### config.mk
export PLATFORM = sky130hd
export DESIGN_NAME = cap_neg_engine
export DESIGN_NICKNAME = d
export VERILOG_FILES = /design/src/verilog/cap_neg_pkg.sv /design/src/verilog/use_limit.sv /design/src/verilog/report_check.sv /design/src/verilog/cap_neg_engine.sv
export SDC_FILE = /design/constraint.sdc
export NUM_CORES = 1
export LEC_CHECK = 0
export BUFFER_PORTS_ARGS = -buffer_cell sky130_fd_sc_hd__buf_2
export CAP_MARGIN = 20
export CORE_ASPECT_RATIO = 1.4
export CORE_MARGIN = 3
export CORE_UTILIZATION = 47
export CTS_CLUSTER_DIAMETER = 60
export DETAILED_ROUTE_END_ITERATION = 16
export MAX_ROUTING_LAYER = met4
export PLACE_DENSITY = 0.7
export SLEW_MARGIN = 10
export SYNTH_ARGS = -nofsm -noshare
export SYNTH_HDL_FRONTEND = slang
export SYNTH_SLANG_ARGS = --single-unit
### constraint.sdc
create_clock -name pclk -period 2.6 [get_ports pclk]
set_clock_uncertainty 0.05 [all_clocks]
set_input_delay 0.26 -clock pclk [delete_from_list [all_inputs] [get_ports pclk]]
set_output_delay 0.26 -clock pclk [all_outputs]
set_load 0.005 [all_outputs]
### src/verilog/cap_neg_pkg.sv
package cap_neg_pkg;
    // ==========================================================
    // Register map
    localparam logic [7:0] ctrl_off = 8'h00;
    localparam logic [7:0] status_off = 8'h04;
    localparam logic [7:0] phy_policy_off = 8'h08;
    localparam logic [7:0] oth_policy_off = 8'h0c;
    localparam logic [7:0] phy_result_off = 8'h10;
    localparam logic [7:0] oth_result_lo_off = 8'h14;
    localparam logic [7:0] oth_result_hi_off = 8'h18;
    localparam int ctrl_start_bit = 0;
    localparam int ctrl_skip_phy_bit = 1;
    localparam int ctrl_skip_oth_bit = 2;
    localparam int st_bad_rep_bit = 4;
    localparam int st_unexp_bit = 5;
    localparam int st_done_bit = 6;
    localparam int st_phy_valid_bit = 7;
    localparam logic [31:0] phy_policy_rst = 32'h0000_0fff;
    localparam logic [31:0] oth_policy_rst = 32'hffff_ffff;
    localparam logic [31:0] unmapped_data = 32'h0000_0000;

    // ==========================================================
    // Message types on the control path
    localparam logic [2:0] msg_none = 3'h0;
    localparam logic [2:0] msg_phy_req = 3'h1;
    localparam logic [2:0] msg_phy_info = 3'h2;
    localparam logic [2:0] msg_phy_cnf = 3'h3;
    localparam logic [2:0] msg_oth_req = 3'h4;
    localparam logic [2:0] msg_oth_info = 3'h5;
    localparam logic [2:0] msg_oth_cnf = 3'h6;

    // ==========================================================
    // Physical report and confirmation fields
    localparam int pi_dl64 = 0;
    localparam int pi_ul16 = 1;
    localparam int pi_turbo = 2;
    localparam int pi_pwr_qpsk = 3;
    localparam int pi_pwr_16 = 7;
    localparam int pi_nsaid = 11;
    localparam int pi_term = 21;
    localparam int pc_dl64 = 0;
    localparam int pc_ul16 = 1;
    localparam int pc_turbo = 2;
    localparam int pc_preamble = 3;
    localparam int pc_pwr_qpsk = 4;
    localparam int pc_pwr_16 = 8;
    localparam int pc_init = 12;
    localparam int pwr_w = 4;
    localparam int nsaid_w = 10;
    localparam logic [9:0] nsaid_min = 10'h001;
    localparam logic init_continue = 1'b0;
    localparam logic init_finished = 1'b1;

    // ==========================================================
    // Other report and confirmation fields
    localparam int oi_sa = 32;
    localparam int oi_cr = 42;
    localparam int oi_tdes = 43;
    localparam int oc_tdes = 32;
    localparam int oc_init = 33;
    localparam int sa_w = 10;

    typedef enum logic [3:0] {
        st_idle = 4'b0000,
        st_phy_req = 4'b0001,
        st_phy_wait = 4'b0010,
        st_phy_cnf = 4'b0011,
        st_auth = 4'b0100,
        st_oth_req = 4'b0101,
        st_oth_wait = 4'b0110,
        st_oth_cnf = 4'b0111,
        st_done = 4'b1000
    } neg_state_type;
endpackage : cap_neg_pkg

### src/verilog/use_limit.sv
`timescale 1ns/100ps
module use_limit #(
    parameter int W = 8
) (
    input wire logic [W-1:0] wanted,
    input wire logic [W-1:0] supported,
    output logic [W-1:0] granted
);
    assign granted = (wanted < supported) ? wanted : supported;
endmodule : use_limit

### src/verilog/report_check.sv
`timescale 1ns/100ps
module report_check (
    input wire logic is_phy,
    input wire logic long_pdu,
    input wire logic [9:0] nsaid,
    output logic ok
);
    // A turbo coded or long report cannot be trusted before turbo use is settled.
    assign ok = is_phy ? (!long_pdu && nsaid >= cap_neg_pkg::nsaid_min) : 1'b1;
endmodule : report_check

### src/verilog/cap_neg_engine.sv
`timescale 1ns/100ps
// Notes on behaviour
// - Order is physical step, authentication, other step.
// - Physical exchange is request, report, confirmation.
// - Access point may skip physical step on reinit.
// - Three support flags, matching use flags.
// - Two 4-bit power limits in report and confirmation.
// - Confirmation preamble bit: 0 is 16, 1 is 32.
// - Status bit 0 continue, 1 finished.
// - Grant only short units during physical report.
// - Decode report assuming no turbo coding.
// - Other exchange is request, report, confirmation.
// - Four counts reported, four used counts returned.
// - Reported security association count bounds identifiers; the engine only stores it in the other result.
// - Contention resolution reported, never confirmed.
// - Triple-DES support flag and use flag.
module cap_neg_engine #(
    parameter int CNT_W = 8
) (
    input wire logic pclk,
    input wire logic presetn,
    input wire logic psel,
    input wire logic penable,
    input wire logic pwrite,
    input wire logic [7:0] paddr,
    input wire logic [31:0] pwdata,
    output logic [31:0] prdata,
    output logic pready,
    output logic pslverr,
    output logic tx_valid,
    input wire logic tx_ready,
    output logic [2:0] tx_type,
    output logic [63:0] tx_data,
    input wire logic rx_valid,
    input wire logic [2:0] rx_type,
    input wire logic rx_long_pdu,
    input wire logic [63:0] rx_data,
    output logic short_grants_only,
    output logic decode_no_turbo,
    output logic auth_req,
    input wire logic auth_done,
    output logic init_done
);
    // ==========================================================
    // Register file
    logic skip_phy_q, skip_oth_q, bad_rep_q, unexp_q, phy_valid_q;
    logic [31:0] phy_policy_q, oth_policy_q, phy_result_q;
    logic [43:0] oth_result_q;
    logic [31:0] prdata_q, rd_d;
    logic setup, wr, start, hit, bad_rep_ev, unexp_ev, info_ok;
    cap_neg_pkg::neg_state_type state_q, state_d;

    assign setup = psel && !penable;
    assign wr = psel && penable && pwrite;
    assign pready = psel && penable;
    assign hit = paddr <= cap_neg_pkg::oth_result_hi_off && paddr[1:0] == 2'b00;
    assign pslverr = pready && !hit;
    assign prdata = prdata_q;
    assign start = wr && paddr == cap_neg_pkg::ctrl_off && pwdata[cap_neg_pkg::ctrl_start_bit];

    always_comb begin
        case (paddr)
            cap_neg_pkg::ctrl_off: rd_d = {29'h0, skip_oth_q, skip_phy_q, 1'b0};
            cap_neg_pkg::status_off: rd_d = {24'h0, phy_valid_q, init_done, unexp_q, bad_rep_q,
                                             state_q};
            cap_neg_pkg::phy_policy_off: rd_d = phy_policy_q;
            cap_neg_pkg::oth_policy_off: rd_d = oth_policy_q;
            cap_neg_pkg::phy_result_off: rd_d = phy_result_q;
            cap_neg_pkg::oth_result_lo_off: rd_d = oth_result_q[31:0];
            cap_neg_pkg::oth_result_hi_off: rd_d = {20'h0, oth_result_q[43:32]};
            default: rd_d = cap_neg_pkg::unmapped_data;
        endcase
    end

    always_ff @(posedge pclk or negedge presetn) begin
        if (!presetn) begin
            prdata_q <= 32'h0;
        end else if (setup && !pwrite) begin
            prdata_q <= rd_d;
        end
    end

    always_ff @(posedge pclk or negedge presetn) begin
        if (!presetn) begin
            skip_phy_q <= 1'b0;
            skip_oth_q <= 1'b0;
            phy_policy_q <= cap_neg_pkg::phy_policy_rst;
            oth_policy_q <= cap_neg_pkg::oth_policy_rst;
        end else if (wr) begin
            if (paddr == cap_neg_pkg::ctrl_off) begin
                skip_phy_q <= pwdata[cap_neg_pkg::ctrl_skip_phy_bit];
                skip_oth_q <= pwdata[cap_neg_pkg::ctrl_skip_oth_bit];
            end
            if (paddr == cap_neg_pkg::phy_policy_off) begin
                phy_policy_q <= pwdata;
            end
            if (paddr == cap_neg_pkg::oth_policy_off) begin
                oth_policy_q <= pwdata;
            end
        end
    end

    // Sticky error flags; a new event in the clearing cycle keeps the flag set.
    always_ff @(posedge pclk or negedge presetn) begin
        if (!presetn) begin
            bad_rep_q <= 1'b0;
            unexp_q <= 1'b0;
        end else begin
            bad_rep_q <= bad_rep_ev || (bad_rep_q && !(wr && paddr == cap_neg_pkg::status_off
                         && pwdata[cap_neg_pkg::st_bad_rep_bit]));
            unexp_q <= unexp_ev || (unexp_q && !(wr && paddr == cap_neg_pkg::status_off
                       && pwdata[cap_neg_pkg::st_unexp_bit]));
        end
    end

    // ==========================================================
    // Negotiation sequencer
    logic want_phy, want_oth;
    assign want_phy = rx_valid && rx_type == cap_neg_pkg::msg_phy_info;
    assign want_oth = rx_valid && rx_type == cap_neg_pkg::msg_oth_info;

    report_check u_check (
        .is_phy(state_q == cap_neg_pkg::st_phy_wait),
        .long_pdu(rx_long_pdu),
        .nsaid(rx_data[cap_neg_pkg::pi_nsaid +: cap_neg_pkg::nsaid_w]),
        .ok(info_ok)
    );

    assign bad_rep_ev = state_q == cap_neg_pkg::st_phy_wait && want_phy && !info_ok;
    assign unexp_ev = rx_valid && !(state_q == cap_neg_pkg::st_phy_wait && want_phy)
                      && !(state_q == cap_neg_pkg::st_oth_wait && want_oth);

    always_comb begin
        state_d = state_q;
        case (state_q)
            cap_neg_pkg::st_idle, cap_neg_pkg::st_done: begin
                // Skipping needs an earlier report, or the policy would clamp nothing.
                if (start) begin
                    // The skip bit written with start decides, not the stored copy.
                    state_d = (pwdata[cap_neg_pkg::ctrl_skip_phy_bit] && phy_valid_q)
                              ? cap_neg_pkg::st_auth
                              : cap_neg_pkg::st_phy_req;
                end
            end
            cap_neg_pkg::st_phy_req: begin
                if (tx_ready) begin
                    state_d = cap_neg_pkg::st_phy_wait;
                end
            end
            cap_neg_pkg::st_phy_wait: begin
                if (want_phy && info_ok) begin
                    state_d = cap_neg_pkg::st_phy_cnf;
                end
            end
            cap_neg_pkg::st_phy_cnf: begin
                if (tx_ready) begin
                    state_d = cap_neg_pkg::st_auth;
                end
            end
            cap_neg_pkg::st_auth: begin
                if (auth_done) begin
                    state_d = skip_oth_q ? cap_neg_pkg::st_done : cap_neg_pkg::st_oth_req;
                end
            end
            cap_neg_pkg::st_oth_req: begin
                if (tx_ready) begin
                    state_d = cap_neg_pkg::st_oth_wait;
                end
            end
            cap_neg_pkg::st_oth_wait: begin
                if (want_oth) begin
                    state_d = cap_neg_pkg::st_oth_cnf;
                end
            end
            cap_neg_pkg::st_oth_cnf: begin
                if (tx_ready) begin
                    state_d = cap_neg_pkg::st_done;
                end
            end
            default: state_d = cap_neg_pkg::st_idle;
        endcase
    end

    always_ff @(posedge pclk or negedge presetn) begin
        if (!presetn) begin
            state_q <= cap_neg_pkg::st_idle;
        end else begin
            state_q <= state_d;
        end
    end

    assign short_grants_only = state_q == cap_neg_pkg::st_phy_wait;
    assign decode_no_turbo = state_q == cap_neg_pkg::st_phy_wait;
    assign auth_req = state_q == cap_neg_pkg::st_auth;
    assign init_done = state_q == cap_neg_pkg::st_done;

    // ==========================================================
    // Reports and confirmations
    logic [3:0] pwr_qpsk_use, pwr_16_use;
    logic [CNT_W-1:0] cnt_use [4];
    logic [63:0] tx_data_q;
    logic [2:0] tx_type_q;

    use_limit #(.W(cap_neg_pkg::pwr_w)) u_pwr_qpsk (
        .wanted(phy_policy_q[cap_neg_pkg::pc_pwr_qpsk +: cap_neg_pkg::pwr_w]),
        .supported(rx_data[cap_neg_pkg::pi_pwr_qpsk +: cap_neg_pkg::pwr_w]),
        .granted(pwr_qpsk_use)
    );
    use_limit #(.W(cap_neg_pkg::pwr_w)) u_pwr_16 (
        .wanted(phy_policy_q[cap_neg_pkg::pc_pwr_16 +: cap_neg_pkg::pwr_w]),
        .supported(rx_data[cap_neg_pkg::pi_pwr_16 +: cap_neg_pkg::pwr_w]),
        .granted(pwr_16_use)
    );

    for (genvar i = 0; i < 4; i++) begin : g_cnt
        use_limit #(.W(CNT_W)) u_cnt (
            .wanted(oth_policy_q[i*CNT_W +: CNT_W]),
            .supported(rx_data[i*CNT_W +: CNT_W]),
            .granted(cnt_use[i])
        );
    end

    always_ff @(posedge pclk or negedge presetn) begin
        if (!presetn) begin
            phy_result_q <= 32'h0;
            phy_valid_q <= 1'b0;
            oth_result_q <= 44'h0;
        end else begin
            if (state_q == cap_neg_pkg::st_phy_wait && want_phy && info_ok) begin
                phy_result_q <= {10'h0, rx_data[21:0]};
                phy_valid_q <= 1'b1;
            end
            if (state_q == cap_neg_pkg::st_oth_wait && want_oth) begin
                oth_result_q <= rx_data[43:0];
            end
        end
    end

    // The bit-wise and keeps every use flag within what was reported.
    always_ff @(posedge pclk or negedge presetn) begin
        if (!presetn) begin
            tx_data_q <= 64'h0;
            tx_type_q <= cap_neg_pkg::msg_none;
        end else if (state_d != state_q) begin
            // Fields are built once, on entry, so the offer stands while the peer waits.
            // Idle report data may change meanwhile, which is why nothing is rebuilt later.
            case (state_d)
                cap_neg_pkg::st_phy_req: begin
                    tx_type_q <= cap_neg_pkg::msg_phy_req;
                    tx_data_q <= 64'h0;
                end
                cap_neg_pkg::st_phy_cnf: begin
                    tx_type_q <= cap_neg_pkg::msg_phy_cnf;
                    tx_data_q <= 64'h0;
                    tx_data_q[cap_neg_pkg::pc_dl64] <= phy_policy_q[cap_neg_pkg::pc_dl64]
                        & rx_data[cap_neg_pkg::pi_dl64];
                    tx_data_q[cap_neg_pkg::pc_ul16] <= phy_policy_q[cap_neg_pkg::pc_ul16]
                        & rx_data[cap_neg_pkg::pi_ul16];
                    tx_data_q[cap_neg_pkg::pc_turbo] <= phy_policy_q[cap_neg_pkg::pc_turbo]
                        & rx_data[cap_neg_pkg::pi_turbo];
                    tx_data_q[cap_neg_pkg::pc_preamble] <= phy_policy_q[cap_neg_pkg::pc_preamble];
                    tx_data_q[cap_neg_pkg::pc_pwr_qpsk +: cap_neg_pkg::pwr_w] <= pwr_qpsk_use;
                    tx_data_q[cap_neg_pkg::pc_pwr_16 +: cap_neg_pkg::pwr_w] <= pwr_16_use;
                    tx_data_q[cap_neg_pkg::pc_init] <= cap_neg_pkg::init_continue;
                end
                cap_neg_pkg::st_oth_req: begin
                    tx_type_q <= cap_neg_pkg::msg_oth_req;
                    tx_data_q <= 64'h0;
                end
                cap_neg_pkg::st_oth_cnf: begin
                    tx_type_q <= cap_neg_pkg::msg_oth_cnf;
                    tx_data_q <= 64'h0;
                    tx_data_q[4*CNT_W-1:0] <= {cnt_use[3], cnt_use[2], cnt_use[1], cnt_use[0]};
                    tx_data_q[cap_neg_pkg::oc_tdes] <= oth_policy_q[cap_neg_pkg::oc_tdes - 1]
                        & rx_data[cap_neg_pkg::oi_tdes];
                    tx_data_q[cap_neg_pkg::oc_init] <= cap_neg_pkg::init_finished;
                end
                default: tx_type_q <= cap_neg_pkg::msg_none;
            endcase
        end
    end

    assign tx_type = tx_type_q;
    assign tx_data = tx_data_q;
    assign tx_valid = tx_type_q != cap_neg_pkg::msg_none;
endmodule : cap_neg_engine

==> flow_summary.ini, run 1 <==
[global_route]
grt_remaining_overflow = 0
grt_antenna_before_repair = 0
grt_util_all_layers = 0.259
wire_length_of_the_first_global_routing_pass_mm = 48.6
largest_net_degree_at_the_start_of_global_routing = 79
via_count_of_the_first_global_routing_pass = 9006

[detailed_routing]
drc_violation_count_after_routing = 0
drt-wirelength-per-cell_um = 19.4
detail_route.wirelength_mm = 30.6
drt_first_iter_violations = 667
detailroute.via_count = 8794
routed_via_density = 5.58
drtPass1Iterations = 5
final_antenna_violating_net_count = 0

[clocking]
worst_setup_hold_path_clk_slew_ps = 60
insertion_delay_ps = 510
ctsLongestPathBuffers = 3
cts_tree = built
clk_root_buffer_cell = sky130_fd_sc_hd__clkbuf_16
cts_sinks = 208
tritoncts.num_buffers = 22
cts_max_level = 1
postCtsSetupBuffers = 0

[synthesis]
seq_area_frac_synth = 0.504
synth_enable_flop_cells = 0
synth_largest_type_area_fraction = 0.393
synth_cell_types = 63
synth-main-ff-cell = sky130_fd_sc_hd__dfrtp_1
most_area_hungry_cell_type_in_the_yosys_netlist = sky130_fd_sc_hd__dfrtp_1
synthTopCellsByCount = sky130_fd_sc_hd__nand2_1, sky130_fd_sc_hd__dfrtp_1, sky130_fd_sc_hd__o21ai_1, sky130_fd_sc_hd__mux2_1, sky130_fd_sc_hd__dfstp_2
synth.most_common_cell = sky130_fd_sc_hd__nand2_1
ys.warnings.count = 0
cells_after_synthesis = 1025
synthesis.area_per_instance_um2 = 10.2
synth_top_cells_by_area = sky130_fd_sc_hd__dfrtp_1, sky130_fd_sc_hd__dfstp_2, sky130_fd_sc_hd__nand2_1
synth_seq_cells = 208
syn-cell-area_um2 = 10400
async_flop_share = 1.00

[run_status]
status = finished clean

[flow_run]
cap_violations = 0

[layout]
drive_gt1_frac = 0.249
fin_nets = 1418
num_antenna_cells = 0
multi_input_area_um2 = 4660
final_core_utilization = 0.605
flow.area_growth_from_synthesis_pct = 24.8
fillers = 1873
area.sequential_um2 = 5260

[min_path]
worstHoldPathCells = 3
min_path_type = input pin to flip-flop

[setup_path]
critical_path_class = flip-flop to output pin
cp_max_fo = 11
setup.worst_path.start_class = flip-flop
critPathArrivalTime_ps = 2050
required_ps = 2290
timing.critical_path.to_type = output pin
rr_worst_depth = 6

[die]
pin_count = 222
die_area_um2 = 24000
core_area_um2 = 21500
die_h_um = 182
row_count = 63
die_width_um = 132
initial_utilization = 0.485

[sta]
drv_slew = 0
finalWorstSetupSlack_ps = 241
rsz0062_at_grt = false
maxClockFrequency_mhz = 424
worst_margin_slew_ps = 654
hold_ws_ps = 18.4
setup-tns-final_ps = 0
layout_min_cycle_time_ps = 2360
worst_relative_slew_slack = 0.564
timing.final.crit_share = 0.907
setup-violations-final = 0
finalHoldViolCount = 0

[placement]
gpl.final_weighted_congestion = 0.894
hpwlAfterDp_mm = 21.7
dpl_worst_slack_ps = 314
placement.io_buffers = 171

[power]
post-layout-total-power_mw = 6.78
powerDensity_nw_per_um2 = 521
p_clk_frac = 0.445
sw_frac_of_total = 0.229
power.static_leakage_nw = 6.41
combinationalPowerShare = 0.067
total_switching_power_mw = 1.55
cellInternalPower_mw = 5.23
max-vdd-ir-drop_mv = 0.411
seq_power_share = 0.487
## sequential cells by signal, summed over array words and instances, names as in the netlist
name          count
bad_rep_q         1
oth_policy_q     32
oth_result_q     44
phy_policy_q     32
phy_result_q     22
phy_valid_q       1
prdata           32
skip_oth_q        1
skip_phy_q        1
state_q           4
tx_data          34
tx_type           3
unexp_q           1
## repair_timing
item | 4_1_cts | 5_1_grt
gates resized for setup | 0 | 0
hold buffers | 62 | 0
hold endpoints to repair | 159 | 0
## cells by family after synthesis
| logic type | Yosys count | share of synthesized area |
|---|---|---|
| AO/OA/AOI/OAI | 268 | 0.170 |
| XOR/XNOR | 1 | 0.000840 |
| adder cells (fa/ha/maj) | 35 | 0.0420 |
| buffers and inverters | 125 | 0.0596 |
| flip-flops | 208 | 0.504 |
| multiplexers | 81 | 0.0867 |
| other | 1 | 0.000360 |
| AND/OR/NAND/NOR | 306 | 0.136 |
## area by class of cell
cell class / count / area share
multi-input cells: 721 / 0.358
clock buffers: 38 / 0.0515
inverters: 39 / 0.0112
well taps: 292 / 0.0281
flip-flops and latches: 208 / 0.404
repair buffers: 275 / 0.145
clock inverters: 2 / 0.00192
## path summary, 6_finish.rpt
path / start / to / slack (ps)
setup / recovery: state_q[0] / init_done / 240
hold / removal: rx_data[20] / tx_data[20] / 20
setup reg to reg: state_q[1] / tx_data[7] / 280
hold reg to reg: prdata[1] / prdata[1] / 420
max in group asynchronous: presetn / oth_policy_q[15] / 1410
min in group asynchronous: presetn / oth_result_q[27] / 290
## per-stage QoR
stage                     cells  area [um2]
final                      1575       13000
after global routing       1575       13000
after CTS                  1575       13000
after detailed placement   1473       11700
after global placement     1473       11700
after floorplan            1054       10500
## layer usage
metal / wire (um) / track usage / up-vias
met5: 0 / - / -
met4: 836 / 0.0900 / 0
met3: 1730 / 0.0383 / 61
met2: 15800 / 0.449 / 321
met1: 12200 / 0.309 / 4309
li1: - / - / 4103
## power by group through the flow
stage | combinational, mW | sequential (mW) | clock [mW]
CTS | 0.461 | 3.30 | 3.09
global route | 0.510 | 3.31 | 3.22
floorplan | 0.173 | 3.35 | 0
global placement | 0.377 | 3.36 | 0
detailed placement | 0.384 | 3.36 | 0
finish | 0.457 | 3.30 | 3.02
## cells in the final DEF, fill, tap and decap left out, drive strengths merged, types with 3 or more instances in the layout
master       Yosys  final
a2111oi          3      3
a21o            10     10
a21oi           32     32
a221oi          14     14
a222oi          12     12
a22o            12     12
a22oi           25     25
a31oi           11     11
and2             5      5
and3             4      4
buf             60    212
clkbuf          26     39
conb             1     30
dfrtp          164    164
dfstp           44     44
dlygate4sd3      0     62
ha              35     35
inv             39     39
mux2            75     75
mux2i            6      6
nand2          193    193
nand2b          12     12
nand3           11     11
nand4           18     18
nor2            27     27
nor2b            9      9
nor3             9      9
nor4             5      5
o211ai          19     19
o21a             4      4
o21ai          102    102
o22a             3      3
o2bb2ai          6      6
o31a             5      5
or3              3      3
## worst max-delay path, stage by stage, from the launching register on
cell and delay [ps]:
sky130_fd_sc_hd__dfrtp_1 500, sky130_fd_sc_hd__buf_4 220, sky130_fd_sc_hd__nor3_1 220, sky130_fd_sc_hd__buf_4 170
sky130_fd_sc_hd__and2_1 270, sky130_fd_sc_hd__buf_2 170
Power figures use the tool's default switching activity.
==> inputs of run 2 (changes only) <==
--- a/config.mk
+++ b/config.mk
@@ -7,13 +7,15 @@
 export LEC_CHECK = 0
 export BUFFER_PORTS_ARGS = -buffer_cell sky130_fd_sc_hd__buf_2
 export CAP_MARGIN = 20
+export CELL_PAD_IN_SITES_DETAIL_PLACEMENT = 1
+export CELL_PAD_IN_SITES_GLOBAL_PLACEMENT = 1
 export CORE_ASPECT_RATIO = 1.4
 export CORE_MARGIN = 3
-export CORE_UTILIZATION = 47
+export CORE_UTILIZATION = 42
 export CTS_CLUSTER_DIAMETER = 60
 export DETAILED_ROUTE_END_ITERATION = 16
 export MAX_ROUTING_LAYER = met4
-export PLACE_DENSITY = 0.7
+export PLACE_DENSITY_LB_ADDON = 0.1
 export SLEW_MARGIN = 10
 export SYNTH_ARGS = -nofsm -noshare
 export SYNTH_HDL_FRONTEND = slang
==> run 2 against run 1 <==
Against the previous run: sequential share of layout area shrank 0.48 points; hold slack lost 14 ps; clock power grew 18%.
==> flow_summary.ini, run 2 (synthesized netlist as in run 1, its figures left out) <==
[run_status]
status = finished clean

[power]
sw_frac_of_total = 0.223
cellInternalPower_mw = 5.69
power.static_leakage_nw = 6.49
powerDensity_nw_per_um2 = 556
total_switching_power_mw = 1.63
post-layout-total-power_mw = 7.33
combinationalPowerShare = 0.063
p_clk_frac = 0.486
max-vdd-ir-drop_mv = 0.426
seq_power_share = 0.451

[clocking]
cts_max_level = 1
postCtsSetupBuffers = 0
tritoncts.num_buffers = 23
cts_sinks = 208
cts_tree = built
insertion_delay_ps = 500
clk_root_buffer_cell = sky130_fd_sc_hd__clkbuf_16
worst_setup_hold_path_clk_slew_ps = 60
ctsLongestPathBuffers = 3

[die]
core_area_um2 = 24200
die_width_um = 139
pin_count = 222
initial_utilization = 0.431
die_area_um2 = 26800
row_count = 67
die_h_um = 192

[layout]
regMostFlops = oth_result_q
layout.cells.most_common = sky130_fd_sc_hd__nand2_1
final_core_utilization = 0.544
drive_gt1_frac = 0.262
largest_register_ffs = 44
flow.area_growth_from_synthesis_pct = 26.4
layout_common_cells = sky130_fd_sc_hd__nand2_1, sky130_fd_sc_hd__buf_2, sky130_fd_sc_hd__dfrtp_1, sky130_fd_sc_hd__o21ai_1, sky130_fd_sc_hd__mux2_1
fin_nets = 1420
fillers = 2760

[global_route]
grt_remaining_overflow = 0
wire_length_of_the_first_global_routing_pass_mm = 54.1
largest_net_degree_at_the_start_of_global_routing = 68
grt_antenna_before_repair = 3
grt_util_all_layers = 0.261
via_count_of_the_first_global_routing_pass = 9791

[setup_path]
timing.critical_path.cells = buf_4 > nor3_1 > buf_4 > and2_1 > buf_2
most_frequent_cp_cell = sky130_fd_sc_hd__buf_4
cp-startpoint = state_q[1]
timing.critical_path.to = init_done
max_stage_delay_cell_worst_path = sky130_fd_sc_hd__dfrtp_1
regToRegSetupSlack_ps = 310
setup.worst_path.start_class = flip-flop
rr_worst_depth = 6
critPathMaxStageDelay_ps = 500
cp_max_fo = 9
critical_path.reg2reg.startpoint = oth_policy_q[29]
timing.critical_path.to_type = output pin
critical_path_class = flip-flop to output pin
worst_r2r_endpoint = tx_data[29]
critPathArrivalTime_ps = 2130
required_ps = 2290

[placement]
dpl_worst_slack_ps = 266
gpl.final_weighted_congestion = 0.838
hpwlAfterDp_mm = 24.5
placement.io_buffers = 171

[sta]
timing.final.crit_share = 0.938
finalWorstSetupSlack_ps = 161
finalHoldViolCount = 0
drv_slew = 0
hold_ws_ps = 4.35
setup-tns-final_ps = 0
worst_margin_slew_ps = 579
layout_min_cycle_time_ps = 2440
rsz0062_at_grt = false
setup-violations-final = 0
maxClockFrequency_mhz = 410
worst_relative_slew_slack = 0.604

[detailed_routing]
detailroute.via_count = 8851
drc_violation_count_after_routing = 0
detail_route.wirelength_mm = 34.3
final_antenna_violating_net_count = 0
drtPass1Iterations = 7
drt-wirelength-per-cell_um = 21.5
routed_via_density = 5.54
drt_first_iter_violations = 448

[min_path]
min_path_type = input pin to flip-flop

[flow_run]
cap_violations = 0
-- run 2: cell types whose count changed in the layout (fill, tap and decap cells not counted), sizes merged --
cell         delta
clkinvlp        +1
clkinv          +2
dlygate4sd3     -6
buf             +7
diode           +3
clkbuf          -6
bufinv          +4
-- run 2: what timing repair did --
item | CTS | global route
hold endpoints to repair | 134 | 0
hold buffers | 56 | 0
resized for setup | 0 | 1
setup endpoints to repair | 0 | 1
-- run 2: worst min-delay path by stage --
stage	startpoint	to	slack, ps	cells after the start
global placement	presetn	tx_data[9]	210	1
global route	rx_data[13]	tx_data[13]	20	3
CTS	rx_data[13]	tx_data[13]	1	3
finish	rx_data[13]	tx_data[13]	4	3
floorplan	presetn	bad_rep_q	-90	0
detailed placement	presetn	tx_data[9]	210	1
-- run 2: power groups by stage --
stage	Combinational (mW)	Sequential [mW]	Clock, mW
2_1_floorplan	0.173	3.35	0
3_3_place_gp	0.390	3.36	0
3_5_place_dp	0.397	3.36	0
4_1_cts	0.467	3.31	3.63
5_1_grt	0.517	3.31	3.78
6_report	0.462	3.31	3.56
-- run 2: area by class of cell --
type	instances	area [um2]	area share
repair buffers	276	1880	0.143
well taps	310	388	0.0294
multi-input cells	721	4660	0.354
clock inverters	9	151	0.0115
inverters	39	146	0.0111
diodes	3	7.51	0.000570
clock buffers	32	679	0.0516
flip-flops and latches	208	5260	0.399
-- run 2: critical path: cells and delay by family (launching register included) --
family	cells	cell delay, ps
and+or+nand+nor	2	550
buffers and inverters	3	570
DFF	1	500
-- run 2: metrics by stage --
stage / instance area (um2) / std cells
6_report: 13200 / 1598
2_1_floorplan: 10500 / 1054
5_1_grt: 13200 / 1598
3_3_place_gp: 11800 / 1498
3_5_place_dp: 11800 / 1498
4_1_cts: 13200 / 1595
-- run 2: metal layers --
layer,share of wire,vias up,track usage,wire (um)
li1,-,4112,-,-
met1,0.40,4468,0.303,13800
met2,0.53,211,0.478,18300
met3,0.037,60,0.0293,1260
met4,0.028,0,0.0772,971
met5,0,-,-,0
==> inputs of run 3 (changes only) <==
--- a/config.mk
+++ b/config.mk
@@ -9,7 +9,7 @@
 export CAP_MARGIN = 20
 export CELL_PAD_IN_SITES_DETAIL_PLACEMENT = 1
 export CELL_PAD_IN_SITES_GLOBAL_PLACEMENT = 1
-export CORE_ASPECT_RATIO = 1.4
+export CORE_ASPECT_RATIO = 0.7
 export CORE_MARGIN = 3
 export CORE_UTILIZATION = 42
 export CTS_CLUSTER_DIAMETER = 60
==> run 3 against run 2 <==
Against the previous run: sequential share of layout area rose by 0.13 points; wire length rose by 3.8%; critical endpoint unchanged; setup slack improved by 2.5 ps.
==> flow_summary.ini, run 3 (synthesized netlist as in run 1, its figures left out) <==
[placement]
postPlaceCellArea_um2 = 11800
dpl_worst_slack_ps = 180
hpwlAfterDp_mm = 24.9
gpl.final_weighted_congestion = 0.925
placement.io_buffers = 171

[layout]
design_area_um2 = 13100
area.sequential_um2 = 5260
regMostFlops = oth_result_q
final_core_utilization = 0.547
layout_common_cells = sky130_fd_sc_hd__nand2_1, sky130_fd_sc_hd__buf_2, sky130_fd_sc_hd__dfrtp_1, sky130_fd_sc_hd__o21ai_1, sky130_fd_sc_hd__mux2_1
layout.cells.most_common = sky130_fd_sc_hd__nand2_1
fin_nets = 1423
multi_input_area_um2 = 4670
flow.area_growth_from_synthesis_pct = 25.9
fillers = 2676
num_antenna_cells = 0
largest_register_ffs = 44
drive_gt1_frac = 0.255

[clocking]
ctsLongestPathBuffers = 3
worst_setup_hold_path_clk_slew_ps = 60
postCtsSetupBuffers = 0
cts_sinks = 208
tritoncts.num_buffers = 23
insertion_delay_ps = 510
cts_tree = built
cts_max_level = 1
clk_root_buffer_cell = sky130_fd_sc_hd__clkbuf_16

[power]
max-vdd-ir-drop_mv = 0.392
power.static_leakage_nw = 6.46
powerDensity_nw_per_um2 = 530
post-layout-total-power_mw = 6.96

[setup_path]
critical_path_class = flip-flop to output pin
critical_path.reg2reg.startpoint = state_q[0]
worst_r2r_endpoint = tx_data[11]
regToRegSetupSlack_ps = 210
most_frequent_cp_cell = sky130_fd_sc_hd__buf_4
critPathArrivalTime_ps = 2130
max_stage_delay_cell_worst_path = sky130_fd_sc_hd__dfrtp_1
rr_worst_depth = 8
timing.critical_path.cells = buf_4 > nor3_1 > buf_4 > and2_1 > buf_2
cp-startpoint = state_q[0]
setup.worst_path.start_class = flip-flop
cp_max_fo = 13
critPathMaxStageDelay_ps = 520
required_ps = 2290
timing.critical_path.to_type = output pin

[sta]
layout_min_cycle_time_ps = 2440
setup-violations-final = 0
worst_margin_slew_ps = 736
finalHoldViolCount = 0
maxClockFrequency_mhz = 410
finalWorstSetupSlack_ps = 163
timing.final.crit_share = 0.937
worst_relative_slew_slack = 0.503
setup-tns-final_ps = 0
rsz0062_at_grt = false
drv_slew = 0

[global_route]
grt_antenna_before_repair = 0
via_count_of_the_first_global_routing_pass = 9447
grt_util_all_layers = 0.271
largest_net_degree_at_the_start_of_global_routing = 80
wire_length_of_the_first_global_routing_pass_mm = 55.1
grt_remaining_overflow = 0

[min_path]
holdCritStartpoint = rx_data[18]
min_path_type = input pin to flip-flop
worstHoldPathCells = 3
worstHoldEndpoint = tx_data[18]

[flow_run]
cap_violations = 0

[die]
pin_count = 222
die_h_um = 138
die_area_um2 = 26800
die_width_um = 194
core_area_um2 = 24000
row_count = 47
initial_utilization = 0.435

[detailed_routing]
drc_violation_count_after_routing = 0
detailroute.via_count = 9001
detail_route.wirelength_mm = 35.6
drt_first_iter_violations = 519
drtPass1Iterations = 6
drt-wirelength-per-cell_um = 22.2
final_antenna_violating_net_count = 0
routed_via_density = 5.60

[run_status]
status = finished clean
-- run 3: changes by cell type in the layout (fill, tap and decap cells not counted), sizes merged --
| cell | before | now |
|---|---|---|
| diode | 3 | 0 |
| buf | 219 | 217 |
| dlygate4sd3 | 56 | 61 |
| clkinvlp | 1 | 0 |
| clkbuf | 33 | 38 |
| clkinv | 4 | 2 |
| inv | 39 | 41 |
| bufinv | 4 | 0 |
-- run 3: worst max-delay path by stage --
stage	endpoint	slack (ps)
6_report	init_done	160
2_1_floorplan	tx_data[24]	460
4_1_cts	tx_data[11]	70
3_3_place_gp	tx_type[1]	200
5_1_grt	tx_data[29]	2
3_5_place_dp	tx_data[10]	180
-- run 3: stage by stage --
stage	cells	hold slack, ps
CTS	1606	6.32
detailed placement	1504	308
finish	1606	25.6
floorplan	1054	-85.6
global route	1606	24.3
global placement	1504	307
-- run 3: layer usage --
layer  GRT usage  vias up  wire [um]
li1            -     4102          -
met2       0.422      289      16000
met3      0.0372       43       2220
met5           -        -          0
met4      0.0514        0        576
met1       0.386     4567      16900
-- run 3: timing repair --
| item | CTS | global route |
|---|---|---|
| setup endpoints to repair | 0 | 3 |
| hold buffers | 61 | 0 |
| hold endpoints to repair | 152 | 0 |
| gates resized for setup | 0 | 1 |
-- run 3: critical path: cells and delay by family, from the launching register on --
| family | cells | cell delay, ps |
|---|---|---|
| buf+inv | 3 | 570 |
| flops | 1 | 520 |
| simple gates | 2 | 500 |
-- run 3: power by group --
part           switching [mW]  internal, mW
combinational           0.280         0.203
clock                    1.35          1.81
sequential             0.0287          3.28
total                    1.66          5.29
-- run 3: cell type report --
class                      instances  area share
clock buffer                      37      0.0524
tap                              318      0.0303
timing repair buffer             279       0.148
clock inverter                     4     0.00210
multi-input combinational        721       0.356
sequential                       208       0.401
inverter                          39      0.0111
